### src/fes_defs.vh
`ifndef FES_DEFS_VH
`define FES_DEFS_VH
// What this block does
// - Wait 1 us after write enable set.
// - Wait 100 us after erase setup set.
// - Erase pulse lasts 10 to 100 ms.
// - Wait 10 us after erase pulse clear.
// - Wait 10 us after erase setup clear.
// - Wait 20 us after verify set.
// - Dummy write all ones, wait 2 us.
// - Wait 4 us after verify clear.
// - Wait 100 us after write enable clear.
// - At most 100 erase iterations, else failure.
// - Program loop: 6 short, 994 long iterations.
// - Program 128-byte units, one pulse each.
// - Boot mode: change enable pin under reset, except on power loss, which drops it with reset released.
// - User mode: enable pin changes anytime.
// - Drop enable pin only with bits clear, except on power loss, which drops pin and bits in the same cycle.
// - Enable pin high only while programming/erasing.
// - Watchdog running before any pulse bit.
// - Enable pin low while power unstable.

// ----------------------------------------
// Timing
// ----------------------------------------
`define FES_CLK_MHZ 40
`define FES_T_SSWE_US 1
`define FES_T_SESU_US 100
`define FES_T_SE_MIN_MS 10
`define FES_T_SE_MAX_MS 100
`define FES_T_CE_US 10
`define FES_T_CESU_US 10
`define FES_T_SEV_US 20
`define FES_T_SEVR_US 2
`define FES_T_CEV_US 4
`define FES_T_CSWE_US 100
`define FES_T_SP_SHORT_US 30
`define FES_T_SP_LONG_US 200
`define FES_RST_HOLD_CYC 64
`define FES_RD_LAT_CYC 4

// ----------------------------------------
// Limits and patterns
// ----------------------------------------
`define FES_ERASE_MAX 100
`define FES_PROG_SHORT_MAX 6
`define FES_PROG_LONG_MAX 994
`define FES_UNIT_BYTES 128
`define FES_VERIFY_FILL 8'hFF

// ----------------------------------------
// Register map
// ----------------------------------------
`define FES_REG_CTRL 8'h00
`define FES_REG_ADDR 8'h04
`define FES_REG_LEN 8'h08
`define FES_REG_DATA 8'h0C
`define FES_REG_STAT 8'h10
`define FES_CTRL_ERASE 0
`define FES_CTRL_PROG 1
`define FES_CTRL_BOOT 2
`define FES_STAT_BUSY 0
`define FES_STAT_DONE 1
`define FES_STAT_FAIL 2
`define FES_STAT_WDOG 3
`define FES_STAT_ITER_LSB 16
`define FES_RESP_OKAY 2'b00
`define FES_RESP_SLVERR 2'b10
`endif

### src/fes_sequencer.v
// Added by the designer: the register offsets and the AXI4-Lite slave port.
`timescale 1ns/100ps
`include "fes_defs.vh"
module fes_sequencer #(
	parameter [31:0] ERASE_PULSE_CYC = `FES_T_SE_MIN_MS * 1000 * `FES_CLK_MHZ,
	parameter [31:0] ERASE_PULSE_MAX_CYC = `FES_T_SE_MAX_MS * 1000 * `FES_CLK_MHZ,
	parameter [31:0] PROG_LONG_CYC = `FES_T_SP_LONG_US * `FES_CLK_MHZ,
	parameter ADDR_W = 16
) (
	clock,
	arst_n,
	s_awaddr,
	s_awvalid,
	s_awready,
	s_wdata,
	s_wstrb,
	s_wvalid,
	s_wready,
	s_bresp,
	s_bvalid,
	s_bready,
	s_araddr,
	s_arvalid,
	s_arready,
	s_rdata,
	s_rresp,
	s_rvalid,
	s_rready,
	dev_reset_n,
	flash_write_enable_pin,
	software_write_enable,
	erase_setup,
	erase_pulse,
	erase_verify,
	program_setup,
	program_pulse,
	program_verify,
	mem_addr,
	mem_wdata,
	mem_wr,
	mem_rd,
	mem_rdata,
	watchdog_running,
	power_good
);
	input wire clock;
	input wire arst_n;
	input wire [7:0] s_awaddr;
	input wire s_awvalid;
	output wire s_awready;
	input wire [31:0] s_wdata;
	input wire [3:0] s_wstrb;
	input wire s_wvalid;
	output wire s_wready;
	output wire [1:0] s_bresp;
	output wire s_bvalid;
	input wire s_bready;
	input wire [7:0] s_araddr;
	input wire s_arvalid;
	output wire s_arready;
	output wire [31:0] s_rdata;
	output wire [1:0] s_rresp;
	output wire s_rvalid;
	input wire s_rready;
	output reg dev_reset_n;
	output reg flash_write_enable_pin;
	output reg software_write_enable;
	output reg erase_setup;
	output reg erase_pulse;
	output reg erase_verify;
	output reg program_setup;
	output reg program_pulse;
	output reg program_verify;
	output reg [ADDR_W-1:0] mem_addr;
	output reg [7:0] mem_wdata;
	output reg mem_wr;
	output reg mem_rd;
	input wire [7:0] mem_rdata;
	input wire watchdog_running;
	input wire power_good;

	// ----------------------------------------
	// Cycle counts
	// ----------------------------------------
	localparam [31:0] C_SSWE = `FES_T_SSWE_US * `FES_CLK_MHZ;
	localparam [31:0] C_SESU = `FES_T_SESU_US * `FES_CLK_MHZ;
	localparam [31:0] C_CE = `FES_T_CE_US * `FES_CLK_MHZ;
	localparam [31:0] C_CESU = `FES_T_CESU_US * `FES_CLK_MHZ;
	localparam [31:0] C_SEV = `FES_T_SEV_US * `FES_CLK_MHZ;
	localparam [31:0] C_SEVR = `FES_T_SEVR_US * `FES_CLK_MHZ;
	localparam [31:0] C_CEV = `FES_T_CEV_US * `FES_CLK_MHZ;
	localparam [31:0] C_CSWE = `FES_T_CSWE_US * `FES_CLK_MHZ;
	localparam [31:0] C_SP_SHORT = `FES_T_SP_SHORT_US * `FES_CLK_MHZ;
	localparam [31:0] C_SE = (ERASE_PULSE_CYC > ERASE_PULSE_MAX_CYC) ? ERASE_PULSE_MAX_CYC : ERASE_PULSE_CYC;
	localparam [31:0] C_RST_HOLD = `FES_RST_HOLD_CYC;
	localparam [31:0] C_RD_LAT = `FES_RD_LAT_CYC;
	localparam [9:0] ERASE_MAX = `FES_ERASE_MAX;
	localparam [9:0] PROG_SHORT = `FES_PROG_SHORT_MAX;
	localparam [9:0] PROG_MAX = `FES_PROG_SHORT_MAX + `FES_PROG_LONG_MAX;
	localparam [ADDR_W-1:0] UNIT = `FES_UNIT_BYTES;

	// ----------------------------------------
	// States
	// ----------------------------------------
	localparam [3:0] S_IDLE = 4'h0;
	localparam [3:0] S_FWE = 4'h1;
	localparam [3:0] S_SWE = 4'h2;
	localparam [3:0] S_PWR = 4'h3;
	localparam [3:0] S_SU = 4'h4;
	localparam [3:0] S_PULSE = 4'h5;
	localparam [3:0] S_PCLR = 4'h6;
	localparam [3:0] S_SUCLR = 4'h7;
	localparam [3:0] S_VSET = 4'h8;
	localparam [3:0] S_VDUM = 4'h9;
	localparam [3:0] S_VRD = 4'hA;
	localparam [3:0] S_VCHK = 4'hB;
	localparam [3:0] S_VCLR = 4'hC;
	localparam [3:0] S_SWECLR = 4'hD;
	localparam [3:0] S_WAIT = 4'hE;

	// ----------------------------------------
	// Bus slave and registers
	// ----------------------------------------
	wire wr_fire;
	wire [7:0] wr_addr;
	wire [31:0] wr_data;
	wire [3:0] wr_strb;
	wire rd_fire;
	wire [7:0] rd_addr;
	reg [31:0] rd_data;
	reg rd_err;
	reg wr_err;

	reg boot_mode_q;
	reg [31:0] base_q;
	reg [31:0] len_q;
	reg [7:0] data_q;
	reg done_q;
	reg fail_q;

	function [31:0] fes_merge;
		input [31:0] old_v;
		input [31:0] new_v;
		input [3:0] strb;
		integer i;
		begin
			fes_merge = old_v;
			for (i = 0; i < 4; i = i + 1) begin
				if (strb[i]) begin
					fes_merge[i*8 +: 8] = new_v[i*8 +: 8];
				end
			end
		end
	endfunction

	fes_axil_slave u_slave (
		.clock(clock),
		.arst_n(arst_n),
		.s_awaddr(s_awaddr),
		.s_awvalid(s_awvalid),
		.s_awready(s_awready),
		.s_wdata(s_wdata),
		.s_wstrb(s_wstrb),
		.s_wvalid(s_wvalid),
		.s_wready(s_wready),
		.s_bresp(s_bresp),
		.s_bvalid(s_bvalid),
		.s_bready(s_bready),
		.s_araddr(s_araddr),
		.s_arvalid(s_arvalid),
		.s_arready(s_arready),
		.s_rdata(s_rdata),
		.s_rresp(s_rresp),
		.s_rvalid(s_rvalid),
		.s_rready(s_rready),
		.wr_fire(wr_fire),
		.wr_addr(wr_addr),
		.wr_data(wr_data),
		.wr_strb(wr_strb),
		.wr_err(wr_err),
		.rd_fire(rd_fire),
		.rd_addr(rd_addr),
		.rd_data(rd_data),
		.rd_err(rd_err)
	);

	// ----------------------------------------
	// Pin synchronisers
	// ----------------------------------------
	reg [7:0] rdata_m_q;
	reg [7:0] rdata_s_q;
	reg wdog_m_q;
	reg wdog_s_q;
	reg pwr_m_q;
	reg pwr_s_q;

	always @(posedge clock or negedge arst_n) begin
		if (!arst_n) begin
			rdata_m_q <= 8'h00;
			rdata_s_q <= 8'h00;
			wdog_m_q <= 1'b0;
			wdog_s_q <= 1'b0;
			pwr_m_q <= 1'b0;
			pwr_s_q <= 1'b0;
		end else begin
			rdata_m_q <= mem_rdata;
			rdata_s_q <= rdata_m_q;
			wdog_m_q <= watchdog_running;
			wdog_s_q <= wdog_m_q;
			pwr_m_q <= power_good;
			pwr_s_q <= pwr_m_q;
		end
	end

	// ----------------------------------------
	// Sequencer
	// ----------------------------------------
	reg [3:0] state_q;
	reg [3:0] nxt_q;
	reg op_prog_q;
	reg fwe_tgt_q;
	reg [1:0] ph_q;
	reg [9:0] iter_q;
	reg [31:0] idx_q;
	reg all_ok_q;
	reg tmr_load;
	reg [31:0] tmr_count;
	wire tmr_done;
	wire busy = (state_q != S_IDLE);
	wire [7:0] expect_byte = op_prog_q ? data_q : `FES_VERIFY_FILL;
	wire [31:0] verify_len = op_prog_q ? {{(32-ADDR_W){1'b0}}, UNIT} : len_q;
	wire [9:0] iter_max = op_prog_q ? PROG_MAX : ERASE_MAX;
	wire start_cmd = wr_fire && (wr_addr == `FES_REG_CTRL) && wr_strb[0];

	fes_wait_timer u_timer (
		.clock(clock),
		.arst_n(arst_n),
		.load(tmr_load),
		.count(tmr_count),
		.done(tmr_done)
	);

	// Register writes and read decode
	always @(posedge clock or negedge arst_n) begin
		if (!arst_n) begin
			boot_mode_q <= 1'b0;
			base_q <= 32'h00000000;
			len_q <= 32'h00000001;
			data_q <= 8'h00;
		end else if (wr_fire && !busy) begin
			if (wr_addr == `FES_REG_CTRL) begin
				boot_mode_q <= wr_strb[0] ? wr_data[`FES_CTRL_BOOT] : boot_mode_q;
			end else if (wr_addr == `FES_REG_ADDR) begin
				base_q <= fes_merge(base_q, wr_data, wr_strb);
			end else if (wr_addr == `FES_REG_LEN) begin
				len_q <= fes_merge(len_q, wr_data, wr_strb);
			end else if (wr_addr == `FES_REG_DATA) begin
				data_q <= wr_strb[0] ? wr_data[7:0] : data_q;
			end
		end
	end

	always @* begin
		rd_err = 1'b0;
		rd_data = 32'h00000000;
		if (rd_addr == `FES_REG_CTRL) begin
			rd_data[`FES_CTRL_BOOT] = boot_mode_q;
		end else if (rd_addr == `FES_REG_ADDR) begin
			rd_data = base_q;
		end else if (rd_addr == `FES_REG_LEN) begin
			rd_data = len_q;
		end else if (rd_addr == `FES_REG_DATA) begin
			rd_data = {24'h0, data_q};
		end else if (rd_addr == `FES_REG_STAT) begin
			rd_data[`FES_STAT_BUSY] = busy;
			rd_data[`FES_STAT_DONE] = done_q;
			rd_data[`FES_STAT_FAIL] = fail_q;
			rd_data[`FES_STAT_WDOG] = (state_q == S_PULSE) && !wdog_s_q;
			rd_data[`FES_STAT_ITER_LSB +: 10] = iter_q;
		end else begin
			rd_err = 1'b1;
		end
	end

	always @* begin
		wr_err = 1'b0;
		if (wr_addr != `FES_REG_CTRL && wr_addr != `FES_REG_ADDR && wr_addr != `FES_REG_LEN
			&& wr_addr != `FES_REG_DATA && wr_addr != `FES_REG_STAT) begin
			wr_err = 1'b1;
		end
	end

	// Timer load is combinational so a wait starts in the cycle the step is taken
	always @* begin
		tmr_load = 1'b0;
		tmr_count = 32'h00000001;
		case (state_q)
			S_FWE: begin
				tmr_load = 1'b1;
				tmr_count = C_RST_HOLD;
			end
			S_SWE: begin
				tmr_load = 1'b1;
				tmr_count = C_SSWE;
			end
			S_SU: begin
				tmr_load = 1'b1;
				tmr_count = C_SESU;
			end
			S_PULSE: begin
				tmr_load = wdog_s_q;
				tmr_count = !op_prog_q ? C_SE : (iter_q < PROG_SHORT) ? C_SP_SHORT : PROG_LONG_CYC;
			end
			S_PCLR: begin
				tmr_load = 1'b1;
				tmr_count = C_CE;
			end
			S_SUCLR: begin
				tmr_load = 1'b1;
				tmr_count = C_CESU;
			end
			S_VSET: begin
				tmr_load = 1'b1;
				tmr_count = C_SEV;
			end
			S_VDUM: begin
				tmr_load = 1'b1;
				tmr_count = C_SEVR;
			end
			S_VRD: begin
				tmr_load = 1'b1;
				tmr_count = C_RD_LAT;
			end
			S_VCLR: begin
				tmr_load = 1'b1;
				tmr_count = C_CEV;
			end
			S_SWECLR: begin
				tmr_load = 1'b1;
				tmr_count = C_CSWE;
			end
			default: begin
				tmr_load = 1'b0;
			end
		endcase
	end

	always @(posedge clock or negedge arst_n) begin
		if (!arst_n) begin
			state_q <= S_IDLE;
			nxt_q <= S_IDLE;
			op_prog_q <= 1'b0;
			fwe_tgt_q <= 1'b0;
			ph_q <= 2'h0;
			iter_q <= 10'h000;
			idx_q <= 32'h00000000;
			all_ok_q <= 1'b1;
			done_q <= 1'b0;
			fail_q <= 1'b0;
			dev_reset_n <= 1'b1;
			flash_write_enable_pin <= 1'b0;
			software_write_enable <= 1'b0;
			erase_setup <= 1'b0;
			erase_pulse <= 1'b0;
			erase_verify <= 1'b0;
			program_setup <= 1'b0;
			program_pulse <= 1'b0;
			program_verify <= 1'b0;
			mem_addr <= {ADDR_W{1'b0}};
			mem_wdata <= 8'h00;
			mem_wr <= 1'b0;
			mem_rd <= 1'b0;
		end else if (!pwr_s_q) begin
			// Losing power drops everything at once; the part is protected, the operation failed
			state_q <= S_IDLE;
			fail_q <= busy | fail_q;
			dev_reset_n <= 1'b1;
			flash_write_enable_pin <= 1'b0;
			software_write_enable <= 1'b0;
			erase_setup <= 1'b0;
			erase_pulse <= 1'b0;
			erase_verify <= 1'b0;
			program_setup <= 1'b0;
			program_pulse <= 1'b0;
			program_verify <= 1'b0;
			mem_wr <= 1'b0;
			mem_rd <= 1'b0;
		end else begin
			mem_wr <= 1'b0;
			case (state_q)
				S_IDLE: begin
					if (start_cmd && (wr_data[`FES_CTRL_ERASE] ^ wr_data[`FES_CTRL_PROG])) begin
						op_prog_q <= wr_data[`FES_CTRL_PROG];
						fwe_tgt_q <= 1'b1;
						ph_q <= 2'h0;
						iter_q <= 10'h000;
						done_q <= 1'b0;
						fail_q <= 1'b0;
						state_q <= S_FWE;
					end
				end
				S_FWE: begin
					// Phase 0 enters device reset in boot mode, 1 moves the pin, 2 releases reset
					if (ph_q == 2'h0) begin
						dev_reset_n <= !boot_mode_q;
					end else if (ph_q == 2'h1) begin
						flash_write_enable_pin <= fwe_tgt_q;
					end else begin
						dev_reset_n <= 1'b1;
					end
					ph_q <= ph_q + 2'h1;
					state_q <= S_WAIT;
					nxt_q <= (ph_q != 2'h2) ? S_FWE : (fwe_tgt_q ? S_SWE : S_IDLE);
					done_q <= (ph_q == 2'h2) && !fwe_tgt_q && !fail_q;
				end
				S_SWE: begin
					software_write_enable <= 1'b1;
					idx_q <= 32'h00000000;
					state_q <= S_WAIT;
					nxt_q <= op_prog_q ? S_PWR : S_SU;
				end
				S_PWR: begin
					// Load one unit of data before each program pulse
					if (idx_q == {{(32-ADDR_W){1'b0}}, UNIT}) begin
						state_q <= S_SU;
					end else begin
						mem_addr <= base_q[ADDR_W-1:0] + idx_q[ADDR_W-1:0];
						mem_wdata <= data_q;
						mem_wr <= 1'b1;
						idx_q <= idx_q + 32'h00000001;
					end
				end
				S_SU: begin
					program_setup <= op_prog_q;
					erase_setup <= !op_prog_q;
					state_q <= S_WAIT;
					nxt_q <= S_PULSE;
				end
				S_PULSE: begin
					// A runaway without a watchdog could hold the pulse forever, so hold off here
					if (wdog_s_q) begin
						program_pulse <= op_prog_q;
						erase_pulse <= !op_prog_q;
						state_q <= S_WAIT;
						nxt_q <= S_PCLR;
					end
				end
				S_PCLR: begin
					program_pulse <= 1'b0;
					erase_pulse <= 1'b0;
					state_q <= S_WAIT;
					nxt_q <= S_SUCLR;
				end
				S_SUCLR: begin
					program_setup <= 1'b0;
					erase_setup <= 1'b0;
					state_q <= S_WAIT;
					nxt_q <= S_VSET;
				end
				S_VSET: begin
					program_verify <= op_prog_q;
					erase_verify <= !op_prog_q;
					idx_q <= 32'h00000000;
					all_ok_q <= 1'b1;
					state_q <= S_WAIT;
					nxt_q <= S_VDUM;
				end
				S_VDUM: begin
					mem_addr <= base_q[ADDR_W-1:0] + idx_q[ADDR_W-1:0];
					mem_wdata <= `FES_VERIFY_FILL;
					mem_wr <= 1'b1;
					state_q <= S_WAIT;
					nxt_q <= S_VRD;
				end
				S_VRD: begin
					mem_rd <= 1'b1;
					state_q <= S_WAIT;
					nxt_q <= S_VCHK;
				end
				S_VCHK: begin
					mem_rd <= 1'b0;
					all_ok_q <= all_ok_q && (rdata_s_q == expect_byte);
					idx_q <= idx_q + 32'h00000001;
					state_q <= (idx_q + 32'h00000001 >= verify_len) ? S_VCLR : S_VDUM;
				end
				S_VCLR: begin
					program_verify <= 1'b0;
					erase_verify <= 1'b0;
					state_q <= S_WAIT;
					if (all_ok_q) begin
						nxt_q <= S_SWECLR;
					end else if (iter_q + 10'h001 >= iter_max) begin
						fail_q <= 1'b1;
						nxt_q <= S_SWECLR;
					end else begin
						iter_q <= iter_q + 10'h001;
						idx_q <= 32'h00000000;
						nxt_q <= op_prog_q ? S_PWR : S_SU;
					end
				end
				S_SWECLR: begin
					software_write_enable <= 1'b0;
					fwe_tgt_q <= 1'b0;
					ph_q <= 2'h0;
					state_q <= S_WAIT;
					nxt_q <= S_FWE;
				end
				S_WAIT: begin
					if (tmr_done) begin
						state_q <= nxt_q;
					end
				end
				default: begin
					state_q <= S_IDLE;
				end
			endcase
		end
	end
endmodule

### src/fes_wait_timer.v
`timescale 1ns/100ps
`include "fes_defs.vh"
module fes_wait_timer (
	clock,
	arst_n,
	load,
	count,
	done
);
	input wire clock;
	input wire arst_n;
	input wire load;
	input wire [31:0] count;
	output wire done;

	reg [31:0] cnt_q;
	reg busy_q;

	// Done fires exactly count cycles after load, and one cycle after load for a count of zero
	assign done = busy_q && (cnt_q == 32'h00000000);

	always @(posedge clock or negedge arst_n) begin
		if (!arst_n) begin
			cnt_q <= 32'h00000000;
			busy_q <= 1'b0;
		end else if (load) begin
			cnt_q <= (count == 32'h00000000) ? 32'h00000000 : count - 32'h00000001;
			busy_q <= 1'b1;
		end else if (done) begin
			busy_q <= 1'b0;
		end else if (busy_q) begin
			cnt_q <= cnt_q - 32'h00000001;
		end
	end
endmodule

### src/fes_axil_slave.v
`timescale 1ns/100ps
`include "fes_defs.vh"
module fes_axil_slave (
	clock,
	arst_n,
	s_awaddr,
	s_awvalid,
	s_awready,
	s_wdata,
	s_wstrb,
	s_wvalid,
	s_wready,
	s_bresp,
	s_bvalid,
	s_bready,
	s_araddr,
	s_arvalid,
	s_arready,
	s_rdata,
	s_rresp,
	s_rvalid,
	s_rready,
	wr_fire,
	wr_addr,
	wr_data,
	wr_strb,
	wr_err,
	rd_fire,
	rd_addr,
	rd_data,
	rd_err
);
	input wire clock;
	input wire arst_n;
	input wire [7:0] s_awaddr;
	input wire s_awvalid;
	output wire s_awready;
	input wire [31:0] s_wdata;
	input wire [3:0] s_wstrb;
	input wire s_wvalid;
	output wire s_wready;
	output reg [1:0] s_bresp;
	output reg s_bvalid;
	input wire s_bready;
	input wire [7:0] s_araddr;
	input wire s_arvalid;
	output wire s_arready;
	output reg [31:0] s_rdata;
	output reg [1:0] s_rresp;
	output reg s_rvalid;
	input wire s_rready;
	output wire wr_fire;
	output reg [7:0] wr_addr;
	output reg [31:0] wr_data;
	output reg [3:0] wr_strb;
	input wire wr_err;
	output wire rd_fire;
	output wire [7:0] rd_addr;
	input wire [31:0] rd_data;
	input wire rd_err;

	reg aw_got_q;
	reg w_got_q;

	// Address and data may arrive in either order; both are held until the response
	assign s_awready = !aw_got_q && !s_bvalid;
	assign s_wready = !w_got_q && !s_bvalid;
	assign wr_fire = aw_got_q && w_got_q && !s_bvalid;
	assign s_arready = !s_rvalid;
	assign rd_fire = s_arvalid && s_arready;
	assign rd_addr = s_araddr;

	always @(posedge clock or negedge arst_n) begin
		if (!arst_n) begin
			aw_got_q <= 1'b0;
			w_got_q <= 1'b0;
			wr_addr <= 8'h00;
			wr_data <= 32'h00000000;
			wr_strb <= 4'h0;
			s_bvalid <= 1'b0;
			s_bresp <= 2'b00;
			s_rvalid <= 1'b0;
			s_rdata <= 32'h00000000;
			s_rresp <= 2'b00;
		end else begin
			if (s_awvalid && s_awready) begin
				aw_got_q <= 1'b1;
				wr_addr <= s_awaddr;
			end
			if (s_wvalid && s_wready) begin
				w_got_q <= 1'b1;
				wr_data <= s_wdata;
				wr_strb <= s_wstrb;
			end
			if (wr_fire) begin
				aw_got_q <= 1'b0;
				w_got_q <= 1'b0;
				s_bvalid <= 1'b1;
				s_bresp <= wr_err ? `FES_RESP_SLVERR : `FES_RESP_OKAY;
			end else if (s_bvalid && s_bready) begin
				s_bvalid <= 1'b0;
			end
			if (rd_fire) begin
				s_rvalid <= 1'b1;
				s_rdata <= rd_data;
				s_rresp <= rd_err ? `FES_RESP_SLVERR : `FES_RESP_OKAY;
			end else if (s_rvalid && s_rready) begin
				s_rvalid <= 1'b0;
			end
		end
	end
endmodule

### config.mk
export PLATFORM = sky130hd
export DESIGN_NAME = fes_sequencer
export DESIGN_NICKNAME = d
export VERILOG_FILES = /design/src/fes_sequencer.v /design/src/fes_wait_timer.v /design/src/fes_axil_slave.v
export VERILOG_INCLUDE_DIRS = /design/src
export SDC_FILE = /design/constraint.sdc
export NUM_CORES = 1
export LEC_CHECK = 0
export BUFFER_PORTS_ARGS = -buffer_cell sky130_fd_sc_hd__buf_2
export CAP_MARGIN = 20
export CORE_ASPECT_RATIO = 1.25
export CORE_UTILIZATION = 45
export CTS_CLUSTER_DIAMETER = 120
export DETAILED_ROUTE_END_ITERATION = 12
export GPL_ROUTABILITY_DRIVEN = 1
export GPL_TIMING_DRIVEN = 0
export HOLD_SLACK_MARGIN = 0.12
export MAX_ROUTING_LAYER = met4
export PLACE_DENSITY_LB_ADDON = 0.08
export SLEW_MARGIN = 30
export SYNTH_ARGS = -nofsm -noshare
export SYNTH_HDL_FRONTEND = slang
export SYNTH_SLANG_ARGS = --single-unit
### constraint.sdc
create_clock -name clock -period 3.4 [get_ports clock]
set_input_delay 0.68 -clock clock [delete_from_list [all_inputs] [get_ports clock]]
set_output_delay 0.68 -clock clock [all_outputs]
set_load 0.005 [all_outputs]
==> run_results.csv <==
group,metric,value,unit
status,status,"finished, final reports clean",
min_path,hold_start,"mem_rdata[6]",
sta,grt_setup_unrepaired,"false",
route,drt_iter0_drc,871,
synthesis,ys.warnings.count,0,
cts,cts-root-buf,"clkbuf_16",
sta,hold_viol,0,
sta,setup_viol,0,
min_path,whs_endpoint,"rdata_m_q[6]$_DFF_PN0_",
sta,slew_headroom,36.03,%
critical_path,r2r_setup_slack,0.14,ns
route,first_pass_iters,9,
die,core,34610,sq um
die,initial_core_util,45.85,%
sta,fin_skew,0.02045,ns
global_route,grt_overflow,0,
global_route,grt_pass1_vias,12720,
cts,cts_tree,"yes",
place,gp_congestion,0.9133,
global_route,grt_max_degree,66,
die,die_h,212.0,um
route,postRouteAntennaNets,0,
critical_path,crit_type,"reg -> reg",
cts,clk_path_buf_depth,3,
die,ioPinCount,145,
place,dp.cells,2164,
critical_path,required,3.87,ns
critical_path,r2r_end,"state_q[0]$_DFFE_PN0P_",
sta,fin_crit_sh,95.86,%
critical_path,worst-r2r-cell-count,13,
power_and_ir_drop,leakage,8.560,nW
synthesis,yosys.area.top_type,"dfrtp_1",
job,maxCapViolCount,0,
critical_path,cp_max_fo,4,
global_route,grt_pass1_wl,71060,um
synthesis,synth-seq-area-share,47.33,%
global_route,antenna_found_initial,0,
synthesis,synth_edf_count,0,
route,wire_per_inst,20.25,um
cts,htreeDepth,2,
route,num_vias,12710,
critical_path,path_common_cell,"buf_4",
finish,drive_above_1_share,25.04,%
critical_path,path_buf_inv,2,
cts,cts_buffers,35,
place,portBuffers,141,
min_path,holdPathStages,1,
place,place_hpwl,33740,um
critical_path,critPathLaunchType,"flop",
critical_path,r2r_start,"idx_q[0]$_DFFE_PN0P_",
power_and_ir_drop,power_density,634.5,nW/um^2
synthesis,ys_ff_latch,300,
sta,drv_slew,0,
die,dieArea,36020,sq um
cts,clkSinkCount,300,
cts,clk_latency,0.54,ns
synthesis,synth_async_sr_flop_share,100.0,%
route,wl,45130,um
die,die_w,170.0,um
sta,tightest_slew,0.9554,ns
route,viasPerCell,5.702,
critical_path,worstPathArrival,3.73,ns
synthesis,avgSynthCellArea,10.25,sq um
sta,finalCriticalPeriod,3.259,ns
synthesis,synth_ff_type,"dfrtp_1",
synthesis,synthTopCellsByCount,"dfrtp_1 (297), nand2_1 (139), nor2_1 (138), mux2_2 (120), o21ai_0 (79)",
route,drc,0,
finish,fin_nets,1868,
synthesis,ys_types,85,
synthesis,yosysMostFrequentCell,"dfrtp_1",
critical_path,max_stage_delay,0.40,ns
synthesis,synthCells,1548,
min_path,hold_path.class,"in -> reg",
finish,antenna_cells,0,
global_route,grtUsageTotal,26.39,%
critical_path,worstPathCellList,"buf_4, and4_4, nand4_1, buf_4, nor4b_4, and3_4, xor2_2, ha_1, and4_1, a221oi_2, o21ai_2, nor3b_1, a221o_1",
finish,num-fill-cells,3221,
critical_path,critical-path-top-delay-family,"simple AND/OR/NAND/NOR gates",
synthesis,synthTopCellsByArea,"dfrtp_1 (47%), mux2_2 (8.5%), ha_1 (4.7%), nand2_1 (3.3%), nor2_1 (3.3%)",
finish,instances_no_fill,2229,
power_and_ir_drop,ir_worst_vdd,366.0,uV
critical_path,critPathSlowestCell,"dfrtp_2",
synthesis,synthesis.area,15870,sq um
sta,fmax,306.8,MHz
synthesis,synth_top_area_share,46.83,%
finish,areaGrowthSynthToFinish,18.22,%
die,rows,76,
cts,path_clk_slew,0.06,ns
critical_path,endpoint_kind,"flop",
power_and_ir_drop,total_power,11.90,mW
-- metrics by stage --
stage                     setup slack (ns)  utilization (%)  setup TNS, ns  instance area (sq um)  hold WS (ns)
after floorplan                    0.01149                -              0                  15870        0.3312
after global placement              -4.178            49.59       -1286.98                  17170        0.3358
after detailed placement            -1.135            50.08         -51.78                  17330        0.3363
after CTS                         -0.07704            53.84         -2.093                  18640        0.2261
after global routing              0.003082            54.20              0                  18760        0.2283
final                               0.1408            54.20              0                  18760        0.2481
-- worst max-delay path by stage --
stage,start,endpoint,slack [ns],cells after the start
6_report,idx_q[0]$_DFFE_PN0P_,state_q[0]$_DFFE_PN0P_,0.14,13
5_1_grt,idx_q[0]$_DFFE_PN0P_,state_q[0]$_DFFE_PN0P_,0.003,14
4_1_cts,state_q[2]$_DFFE_PN0P_,base_q[27]$_DFFE_PN0P_,-0.08,7
3_5_place_dp,op_prog_q$_DFFE_PN0P_,iter_q[0]$_DFFE_PN0P_,-1.13,11
3_3_place_gp,arst_n,u_slave.wr_data[23]$_DFFE_PN0P_,-4.18,1
2_1_floorplan,op_prog_q$_DFFE_PN0P_,iter_q[0]$_DFFE_PN0P_,0.01,11
-- final cells by class --
type	count	area (sq um)	area share [%]
multi-input combinational	1137	8075	43.04
clock buffer	45	1005	5.355
tap	468	585.6	3.121
sequential	300	7523	40.10
buffer	73	307.8	1.641
inverter	30	117.6	0.6269
timing repair buffer	161	975.9	5.202
clock inverter	15	170.2	0.9070
-- kinds of logic after synthesis --
| kind of cell | Yosys count | synth area share, % |
|---|---|---|
| buffers and inverters | 112 | 2.830 |
| multiplexers | 132 | 9.320 |
| adder cells (fa/ha/maj) | 61 | 4.857 |
| other | 1 | 0.02363 |
| AO/OA/AOI/OAI | 342 | 14.75 |
| AND/OR/NAND/NOR | 527 | 16.86 |
| flip-flops | 300 | 47.33 |
| XOR/XNOR | 73 | 4.029 |
-- routing by layer --
layer	GRT usage, %	share of wire (%)
met3	3.702	4.4
met2	44.87	50
met5	-	0
met1	32.24	42
met4	8.543	2.9
-- cell usage in the layout, fill, tap and decap left out, types with 10 or more instances in the layout --
master and instances:
xnor2_1 33, o31ai_1 16, dfrtp_2 10, a31oi_1 19, o21ai_0 78, o21a_1 12
and3_1 16, nand3_1 38, nor3_1 26, mux2_2 120, xor2_1 38, a22o_1 16
nor4_1 20, nor2b_1 24, ha_1 58, a221oi_1 16, clkbuf_1 52, inv_1 28
buf_4 15, a21oi_1 74, a222oi_1 10, nand4_1 19, clkbuf_16 36, dfrtp_1 287
buf_2 151, and2_1 12, nand2_1 138, a21o_1 11, nor2_1 135
-- registers in the layout, indices dropped and copies added, names as in the netlist, 8 cells and up --
register and count:
u_slave.s_rdata 32, u_slave.wr_addr 8, len_q 32, base_q 32
data_q 8, u_slave.wr_data 32, rdata_m_q 8, mem_addr 16
iter_q 10, idx_q 32, mem_wdata 8, rdata_s_q 8
u_timer.cnt_q 32
-- report_power, final --
group	switching, mW	internal [mW]	total [mW]
logic	1.98	1.29	3.27
clock network	1.54	2.32	3.86
registers	0.570	4.20	4.77
-- repair_timing --
action | in CTS | in global routing
resized for setup | 26 | 23
setup endpoints to repair | 104 | 110
setup buffers | 8 | 5
endpoints found under the hold margin | 45 | 0
pin swaps | 3 | 8
hold buffers | 1 | 0
(Power assumes the default switching activity.)
